<file path="src/rtl/efnl_defines.vh">
// constants and field layout for the error first/next logger
// Operation
// - Writing one to capture bit 6 clears the record and releases the tag; code releases one per cycle, disabled line first, then single, double, bus.
// - Data buffer checked per 16-byte chunk; several bad chunks set first and next.
// - ECC per 8-byte word; both words bad in a chunk is one error.
// - One indication per line sets address first, or next once first has generic set.
// - Later double-bit lines report only as generic non-fatal errors.
// - Second single-bit sets generic in first; more set generic in next.
// - Single-bit-only line stores tag in single capture, sets correctable flag.
// - Any double-bit line stores tag in double capture, sets generic only.
// - Bus data error without double-bit stores bus tag, sets generic only.
// - Retirement during fatal bus-init may flag underflow in next record.
// - Expander parity to memory: first gets parity, next gets generic poisoned.
// - Invalid remap entry sets bit 2; illegal untranslated address sets bit 1. Code sets bit 1 only with rm_inv_vld, so bit 2 is set too.
// - Poisoned data gives a whole 8-byte word bad parity.
// - Expander checks 4-byte units; aligned 8 bytes set first and next.
// - Double-bit marked word stays marked after full partial overwrite.
// - Full-line write overwrites a double-bit line with no report.
// - Writeback double-bit during expander full-line write poisons the line.
// - Speculative read double-bit marks line; later writeback goes poisoned.
// - Data controller reports single, double or bus data only, never fatal.
// - Bad incoming data goes poisoned; address side raises bus-init or forwards.
// - Capture bit 7 disables capture: tag retires, no address record raised; data records still set.
// - Data log locks while its first or next bit is set.
`ifndef EFNL_DEFINES_VH
`define EFNL_DEFINES_VH
// capture register fields
`define EFNL_CAP_VALID_BIT 6
`define EFNL_CAP_DIS_BIT 7
// capture index
`define EFNL_CAP_SEC 0
`define EFNL_CAP_DED 1
`define EFNL_CAP_FSE 2
// address controller record bits
`define EFNL_AC_CORR 0
`define EFNL_AC_GEN 1
`define EFNL_AC_XPAR 2
`define EFNL_AC_UNDF 3
// data controller record bits
`define EFNL_DC_SEC 0
`define EFNL_DC_DED 1
`define EFNL_DC_FSE 2
// remap record bits
`define EFNL_RM_ILL 1
`define EFNL_RM_INV 2
// reset values
`define EFNL_AC_RST 4'h0
`define EFNL_DC_RST 3'h0
`define EFNL_RM_RST 3'h0
`endif

</file>
<file path="src/rtl/efnl_logger.v">
// error first/next logger: tag capture, first/next records, poison tracking
`timescale 1ns/100ps
`default_nettype none
`include "efnl_defines.vh"
module efnl_logger #(
  parameter TW = 6,
  parameter NW = 8
) (
  input wire core_clk,
  input wire rstn,
  // power-on clear: records are sticky through rstn
  input wire por_n,
  // one line retired by the data path
  input wire line_vld,
  input wire [TW-1:0] line_tag,
  input wire [NW-1:0] line_sec,
  input wire [NW-1:0] line_ded,
  input wire line_fse,
  // retirement seen while bus-init is clearing queues
  input wire retire_vld,
  input wire fatal_bus_init,
  // expander data toward memory with parity error
  input wire xp_par_vld,
  // poisoned 8-byte transfer through expander port
  input wire xp_psn_vld,
  input wire xp_odd4,
  // remap table lookup fault
  input wire rm_inv_vld,
  input wire rm_illegal,
  // buffer line poison tracking
  input wire mem_rd_vld,
  input wire [NW-1:0] mem_rd_ded,
  input wire part_wr_vld,
  input wire full_wr_vld,
  input wire iwb_vld,
  input wire iwb_ded,
  input wire wb_vld,
  input wire fatal_bus_init_on_bad,
  // software controls
  input wire [2:0] cap_clr,
  input wire [2:0] cap_dis,
  input wire [3:0] ac_first_clr,
  input wire [3:0] ac_next_clr,
  input wire dc_clr,
  input wire [2:0] rm_clr,
  // status
  output reg [7:0] single_bit_tag_capture,
  output reg [7:0] double_bit_tag_capture,
  output reg [7:0] bus_error_tag_capture,
  output reg [3:0] addr_ctrl_first_error,
  output reg [3:0] addr_ctrl_next_error,
  output reg [2:0] data_ctrl_first_error,
  output reg [2:0] data_ctrl_next_error,
  output reg [TW-1:0] dc_log_tag,
  output reg [2:0] remap_table_first_error,
  output reg xp_first_q,
  output reg xp_next_q,
  output reg tag_retire_q,
  output reg [TW-1:0] retire_tag_q,
  output reg [NW-1:0] wb_poison_q,
  output reg wb_out_q,
  output reg fatal_req_q,
  output reg fwd_bridge_q
);

  // ****************************************
  // helpers
  // ****************************************
  localparam NC = NW / 2;

  function [NC-1:0] chunk_bad;
    input [NW-1:0] w;
    integer i;
    begin
      chunk_bad = {NC{1'b0}};
      for (i = 0; i < NC; i = i + 1) begin
        chunk_bad[i] = w[2*i] | w[2*i+1];
      end
    end
  endfunction

  function many;
    input [NC-1:0] v;
    begin
      many = ((v & (v - {{(NC-1){1'b0}}, 1'b1})) != {NC{1'b0}});
    end
  endfunction

  // ****************************************
  // line classification
  // ****************************************
  wire [NC-1:0] bad_ch = chunk_bad(line_sec | line_ded);
  wire any_ded = |line_ded;
  wire any_sec = |line_sec;
  wire line_err = line_vld & (any_ded | any_sec | line_fse);
  // double-bit wins, then bus error, then single-bit
  wire is_ded = any_ded;
  wire is_fse = line_fse & ~any_ded;
  wire is_sec = any_sec & ~any_ded & ~line_fse;

  reg [1:0] cap_idx;
  always @* begin
    if (is_ded) begin
      cap_idx = 2'd`EFNL_CAP_DED;
    end else if (is_fse) begin
      cap_idx = 2'd`EFNL_CAP_FSE;
    end else begin
      cap_idx = 2'd`EFNL_CAP_SEC;
    end
  end
  wire disabled = cap_dis[cap_idx];
  wire ac_evt = line_err & ~disabled;

  // ****************************************
  // tag capture registers
  // ****************************************
  wire [2:0] cap_hit;
  assign cap_hit[`EFNL_CAP_SEC] = ac_evt & is_sec;
  assign cap_hit[`EFNL_CAP_DED] = ac_evt & is_ded;
  assign cap_hit[`EFNL_CAP_FSE] = ac_evt & is_fse;

  function [7:0] cap_next;
    input [7:0] cur;
    input hit;
    input clr;
    input dis;
    input [TW-1:0] tag;
    reg [7:0] r;
    begin
      r = cur;
      r[`EFNL_CAP_DIS_BIT] = dis;
      if (clr) begin
        r[`EFNL_CAP_VALID_BIT] = 1'b0;
      end
      // first tag held; a same-cycle clear frees the slot for the new one
      if (hit & (~cur[`EFNL_CAP_VALID_BIT] | clr)) begin
        r[`EFNL_CAP_VALID_BIT] = 1'b1;
        r[TW-1:0] = tag;
      end
      cap_next = r;
    end
  endfunction

  always @(posedge core_clk) begin
    if (!por_n) begin
      single_bit_tag_capture <= 8'h00;
      double_bit_tag_capture <= 8'h00;
      bus_error_tag_capture <= 8'h00;
    end else begin
      single_bit_tag_capture <= cap_next(single_bit_tag_capture,
        cap_hit[`EFNL_CAP_SEC], cap_clr[`EFNL_CAP_SEC],
        cap_dis[`EFNL_CAP_SEC], line_tag);
      double_bit_tag_capture <= cap_next(double_bit_tag_capture,
        cap_hit[`EFNL_CAP_DED], cap_clr[`EFNL_CAP_DED],
        cap_dis[`EFNL_CAP_DED], line_tag);
      bus_error_tag_capture <= cap_next(bus_error_tag_capture,
        cap_hit[`EFNL_CAP_FSE], cap_clr[`EFNL_CAP_FSE],
        cap_dis[`EFNL_CAP_FSE], line_tag);
    end
  end

  // ****************************************
  // tag retirement
  // ****************************************
  reg [TW-1:0] rel_tag;
  reg rel;
  always @* begin
    rel = 1'b0;
    rel_tag = {TW{1'b0}};
    if (line_err & disabled) begin
      rel = 1'b1;
      rel_tag = line_tag;
    end else if (cap_clr[`EFNL_CAP_SEC]) begin
      rel = single_bit_tag_capture[`EFNL_CAP_VALID_BIT];
      rel_tag = single_bit_tag_capture[TW-1:0];
    end else if (cap_clr[`EFNL_CAP_DED]) begin
      rel = double_bit_tag_capture[`EFNL_CAP_VALID_BIT];
      rel_tag = double_bit_tag_capture[TW-1:0];
    end else if (cap_clr[`EFNL_CAP_FSE]) begin
      rel = bus_error_tag_capture[`EFNL_CAP_VALID_BIT];
      rel_tag = bus_error_tag_capture[TW-1:0];
    end
  end

  always @(posedge core_clk) begin
    if (!rstn) begin
      tag_retire_q <= 1'b0;
      retire_tag_q <= {TW{1'b0}};
    end else begin
      tag_retire_q <= rel;
      retire_tag_q <= rel_tag;
    end
  end

  // ****************************************
  // address controller records
  // ****************************************
  reg [3:0] acf_d;
  reg [3:0] acn_d;
  always @* begin
    // clear first, so a same-cycle set wins
    acf_d = addr_ctrl_first_error & ~ac_first_clr;
    acn_d = addr_ctrl_next_error & ~ac_next_clr;
    if (ac_evt) begin
      if (addr_ctrl_first_error == 4'h0) begin
        if (is_sec) begin
          acf_d[`EFNL_AC_CORR] = 1'b1;
        end else begin
          acf_d[`EFNL_AC_GEN] = 1'b1;
        end
      end else if (!addr_ctrl_first_error[`EFNL_AC_GEN]) begin
        // first still takes a generic mark, it was not written as such
        acf_d[`EFNL_AC_GEN] = 1'b1;
      end else begin
        acn_d[`EFNL_AC_GEN] = 1'b1;
      end
    end
    if (retire_vld & fatal_bus_init) begin
      acn_d[`EFNL_AC_UNDF] = 1'b1;
    end
    if (xp_par_vld) begin
      if (addr_ctrl_first_error == 4'h0) begin
        acf_d[`EFNL_AC_XPAR] = 1'b1;
      end else begin
        acn_d[`EFNL_AC_XPAR] = 1'b1;
      end
      acn_d[`EFNL_AC_GEN] = 1'b1;
    end
  end

  always @(posedge core_clk) begin
    if (!por_n) begin
      addr_ctrl_first_error <= `EFNL_AC_RST;
      addr_ctrl_next_error <= `EFNL_AC_RST;
    end else begin
      addr_ctrl_first_error <= acf_d;
      addr_ctrl_next_error <= acn_d;
    end
  end

  // ****************************************
  // data controller records and log
  // ****************************************
  // reports only single, double and bus data kinds: no fatal path
  wire [2:0] dc_kind = {line_fse, any_ded, any_sec};
  wire dc_evt = line_err & (bad_ch != {NC{1'b0}} | line_fse);
  wire dc_any = (data_ctrl_first_error != 3'h0);
  wire dc_lock = dc_any | (data_ctrl_next_error != 3'h0);
  reg [2:0] dcf_d;
  reg [2:0] dcn_d;
  always @* begin
    // one clear write empties both records
    dcf_d = dc_clr ? 3'h0 : data_ctrl_first_error;
    dcn_d = dc_clr ? 3'h0 : data_ctrl_next_error;
    if (dc_evt) begin
      if (!dc_any) begin
        dcf_d = dcf_d | dc_kind;
        if (many(bad_ch)) begin
          dcn_d = dcn_d | dc_kind;
        end
      end else begin
        dcn_d = dcn_d | dc_kind;
      end
    end
  end

  always @(posedge core_clk) begin
    if (!por_n) begin
      data_ctrl_first_error <= `EFNL_DC_RST;
      data_ctrl_next_error <= `EFNL_DC_RST;
      dc_log_tag <= {TW{1'b0}};
    end else begin
      data_ctrl_first_error <= dcf_d;
      data_ctrl_next_error <= dcn_d;
      if (dc_evt & ~dc_lock) begin
        dc_log_tag <= line_tag;
      end
    end
  end

  // ****************************************
  // remap and expander poison records
  // ****************************************
  always @(posedge core_clk) begin
    if (!por_n) begin
      remap_table_first_error <= `EFNL_RM_RST;
      xp_first_q <= 1'b0;
      xp_next_q <= 1'b0;
    end else begin
      remap_table_first_error <= (remap_table_first_error & ~rm_clr)
        | {rm_inv_vld, rm_inv_vld & rm_illegal, 1'b0};
      if (xp_psn_vld) begin
        xp_first_q <= 1'b1;
        // aligned transfer: second 4-byte half is a second error
        xp_next_q <= xp_first_q | ~xp_odd4 | (xp_next_q & ~ac_next_clr[`EFNL_AC_XPAR]);
      end else begin
        xp_first_q <= xp_first_q & ~ac_first_clr[`EFNL_AC_XPAR];
        xp_next_q <= xp_next_q & ~ac_next_clr[`EFNL_AC_XPAR];
      end
    end
  end

  // ****************************************
  // buffer line poison marks
  // ****************************************
  reg [NW-1:0] mark_q;
  reg [NW-1:0] mark_d;
  always @* begin
    mark_d = mark_q;
    if (mem_rd_vld) begin
      // also covers a speculative read ahead of the snoop result
      mark_d = mark_q | mem_rd_ded;
    end
    if (part_wr_vld) begin
      mark_d = mark_d;
    end
    if (full_wr_vld) begin
      // writeback data is unused, yet a bad one still poisons
      mark_d = (iwb_vld & iwb_ded) ? {NW{1'b1}} : {NW{1'b0}};
    end else if (iwb_vld & iwb_ded) begin
      mark_d = {NW{1'b1}};
    end
    if (wb_vld) begin
      mark_d = {NW{1'b0}};
    end
  end

  always @(posedge core_clk) begin
    if (!rstn) begin
      mark_q <= {NW{1'b0}};
      wb_poison_q <= {NW{1'b0}};
      wb_out_q <= 1'b0;
      fatal_req_q <= 1'b0;
      fwd_bridge_q <= 1'b0;
    end else begin
      mark_q <= mark_d;
      wb_out_q <= wb_vld;
      // whole 8-byte words carry the bad mark
      wb_poison_q <= wb_vld ? (mark_q | (iwb_vld & iwb_ded ? {NW{1'b1}} : {NW{1'b0}}))
        : {NW{1'b0}};
      fatal_req_q <= line_vld & line_fse & fatal_bus_init_on_bad;
      fwd_bridge_q <= line_vld & line_fse & ~fatal_bus_init_on_bad;
    end
  end

endmodule // efnl_logger
`default_nettype wire

</file>
<file path="config.mk">
export PLATFORM = sky130hd
export DESIGN_NAME = efnl_logger
export DESIGN_NICKNAME = d
export VERILOG_FILES = /design/src/rtl/efnl_logger.v
export VERILOG_INCLUDE_DIRS = /design/src /design/src/rtl
export SDC_FILE = /design/constraint.sdc
export NUM_CORES = 1
export LEC_CHECK = 0
export BUFFER_PORTS_ARGS = -buffer_cell sky130_fd_sc_hd__buf_4
export CAP_MARGIN = 10
export CORE_MARGIN = 2
export CORE_UTILIZATION = 26
export CTS_CLUSTER_DIAMETER = 120
export DETAILED_ROUTE_END_ITERATION = 10
export GPL_TIMING_DRIVEN = 0
export PLACE_DENSITY_LB_ADDON = 0.12
export SKIP_LAST_GASP = 1
export SYNTH_ARGS = -nofsm -noshare
export SYNTH_HDL_FRONTEND = slang
export SYNTH_SLANG_ARGS = --single-unit
export TNS_END_PERCENT = 5
</file>
<file path="constraint.sdc">
create_clock -name core_clk -period 1.61 [get_ports core_clk]
set_input_delay 0 -clock core_clk [delete_from_list [all_inputs] [get_ports core_clk]]
set_output_delay 0 -clock core_clk [all_outputs]
set_load 0.03 [all_outputs]
</file>
==> results.ini <==
[status]
outcome=finished, final reports clean

[timing]
tightestPinTransition_ps=766
setup_viol=0
finalCritPeriodShare=0.938
slew_viol_final=0
fin_hold_ws_ps=17.3
skew_ps=2.44
finalCriticalPeriod_ps=1510
relSlewSlack=0.489
setup_ws_ps=99.1
finalHoldViolations=0
max_freq_ghz=0.662
rsz0062_at_grt=yes

[floorplanning]
die-area_um2=12900
die_y_um=114
num_io_pins=134
die_w_um=114
start_util=0.263
core_um2=11900
rows=40

[setup_path]
critPathRequiredTime_ps=1820
crit_chain=dlygate4sd3_1 -> buf_4 -> nand3b_1 -> nor4_4 -> mux2i_1 -> nor2_1
r2r_end=dc_log_tag[0]
arrival_ps=1720
path_class=in2reg
crit_path_end=bus_error_tag_capture[2]
worst_setup_path_end_kind=register
reg2reg_from=data_ctrl_first_error[0]
critical_path.max_stage_delay_ps=530
reg2reg_slack_ps=100
cp_max_fo=6
startpoint_type=input port
reg2regPathDepth=5
crit_slowest_cell=dlygate4sd3_1
critPathLaunch=cap_dis[2]

[synth]
synth-warning-count=0
synthArstFlopShare=0
yosysSeqAreaShare=0.479
synth_nets=406
ys_ff_latch=75
synth.avg_cell_area_um2=9.25
synth.most_common_cell=dfxtp_1
ys.flop_type=dfxtp_1
yosysTopAreaCell=dfxtp_1
synth_top_area_frac=0.479
synth_area_leaders=dfxtp_1, mux2i_1, nand2_1, a21oi_1, o21ai_0
syn_area_um2=3130
synth_edf_count=0
synth_cell_types=43
syn-instance-count=339
synthTopCellsByCount=dfxtp_1, nand2_1, a21oi_1

[global_route]
grt_pass1_vias=3067
overflow=0
grt_pass1_wl_mm=15.9
grt_max_degree=12
antenna_found_initial=0
grt_usage=0.160

[detailed_routing]
drtPass1Iterations=4
vias=3066
drt_wl_total_mm=10.1
wl_per_cell_um=15.3
vias_per_cell=4.65
ant_nets=0
first_iter_violations=158
drcViolationCount=0

[job]
max_cap_viol_count=0

[cells_and_area]
final_net_count=575
fin_cells=659
nFillCells=1211
drive_gt1_frac=0.301
synthToLayoutAreaGrowth_pct=56.8
antennaDiodeCount=0
final_cell_area_um2=4910

[pwr]
total_power_w=0.00487
power_frac_seq=0.406
p_sw_frac=0.246
power.internal_w=0.00367
power_frac_clock=0.437
combPwrFrac=0.157
p_leak_nw=2.03
p_sw_w=0.00120
power_density_nw_per_um2=992
worst_ir_drop_vdd_mv=0.598

[placed_design]
pre_cts_slack_ps=-203
hpwl_mm=7.57
io_buffers=128
gp_congestion=0.826
place_area_um2=4290
dp_cells=614

[clocking]
clock_path_buffers=2
cts_tree=yes
root_buffer=clkbuf_16
clk_pin_slew_ps=50
cts_sinks=75
cts_buffers=9
clk_latency_ps=340
h-tree-depth=3

[hold_path]
hold_class=in2reg
min_from=line_vld

sequential cells by signal, summed over array words and instances (netlist names), 4 cells and up:
| signal | flops |
|---|---|
| dc_log_tag | 6 |
| mark_q | 8 |
| double_bit_tag_capture | 8 |
| single_bit_tag_capture | 8 |
| retire_tag_q | 6 |
| bus_error_tag_capture | 8 |
| wb_poison_q | 8 |
| addr_ctrl_first_error | 4 |
| addr_ctrl_next_error | 4 |
logic make-up (layout without fill, tap and decap cells):
| group | after synthesis | in the layout | synth area share |
|---|---|---|---|
| AO/OA/AOI/OAI | 85 | 85 | 0.183 |
| buffers and inverters | 24 | 197 | 0.0303 |
| flip-flops | 75 | 75 | 0.479 |
| multiplexers | 24 | 24 | 0.0766 |
| AND/OR/NAND/NOR | 131 | 131 | 0.231 |
cell type report:
type / count / area [um2] / share of cell area
multi-input combinational: 240 / 1550 / 0.316
sequential: 75 / 1500 / 0.306
timing repair buffer: 158 / 1270 / 0.258
clock buffer: 13 / 250 / 0.0509
tap: 147 / 184 / 0.0374
buffer: 16 / 65.1 / 0.0132
clock inverter: 2 / 60.1 / 0.0122
inverter: 8 / 30.0 / 0.00611
stage by stage:
step | setup TNS [ps] | util
3_3_place_gp | -2880 | 0.360
2_1_floorplan | 0 | -
6_report | 0 | 0.413
5_1_grt | -136 | 0.413
3_5_place_dp | -3230 | 0.360
4_1_cts | -4.22 | 0.412
what timing repair did:
action                                  in CTS  in global routing
hold buffers                                28                  0
buffers inserted                             1                  1
resized for setup                            1                  0
pin swaps                                    1                  1
endpoints found under the setup margin       7                 14
endpoints found under the hold margin       51                  0
critical path: cells and delay by family:
| family | cells | cell delay [ps] |
|---|---|---|
| simple gates | 3 | 770 |
| buf+inv | 2 | 680 |
| mux | 1 | 260 |
per-layer routing:
metal,vias to the layer above,wire [um],global-route usage
met5,-,0,0
met4,0,129,0.0488
met3,10,721,0.0600
met2,106,4890,0.276
met1,1400,4320,0.186
li1,1550,-,-
cell usage in the layout, fill, tap and decap left out, drive strengths merged, types with 9 or more instances in the layout:
cell type / Yosys / routed
clkbuf: 14 / 27
dfxtp: 75 / 75
o211ai: 9 / 9
o21a: 10 / 10
o21ai: 24 / 24
nor4: 10 / 10
nor2: 23 / 23
nand2: 42 / 42
nand2b: 13 / 13
mux2i: 24 / 24
buf: 2 / 132
and2: 14 / 14
a21oi: 26 / 26
dlygate4sd3: 0 / 28
power by group through the flow:
stage / sequential (W) / combinational, W / clock, W
floorplan: 0.00215 / 0.000230 / 0
global placement: 0.00202 / 0.000694 / 0
detailed placement: 0.00202 / 0.000699 / 0
CTS: 0.00198 / 0.000767 / 0.00220
global route: 0.00199 / 0.000824 / 0.00228
finish: 0.00198 / 0.000763 / 0.00213
worst min path at each step:
| stage | endpoint | slack, ps | cells past startpoint |
|---|---|---|---|
| 2_1_floorplan | fwd_bridge_q | 80 | 1 |
| 3_3_place_gp | addr_ctrl_first_error[3] | 160 | 2 |
| 3_5_place_dp | remap_table_first_error[0] | 160 | 2 |
| 4_1_cts | data_ctrl_first_error[1] | 5 | 3 |
| 5_1_grt | fatal_req_q | 30 | 2 |
| 6_report | data_ctrl_first_error[1] | 20 | 3 |
Note: power is estimated with default switching activity, not from simulation.
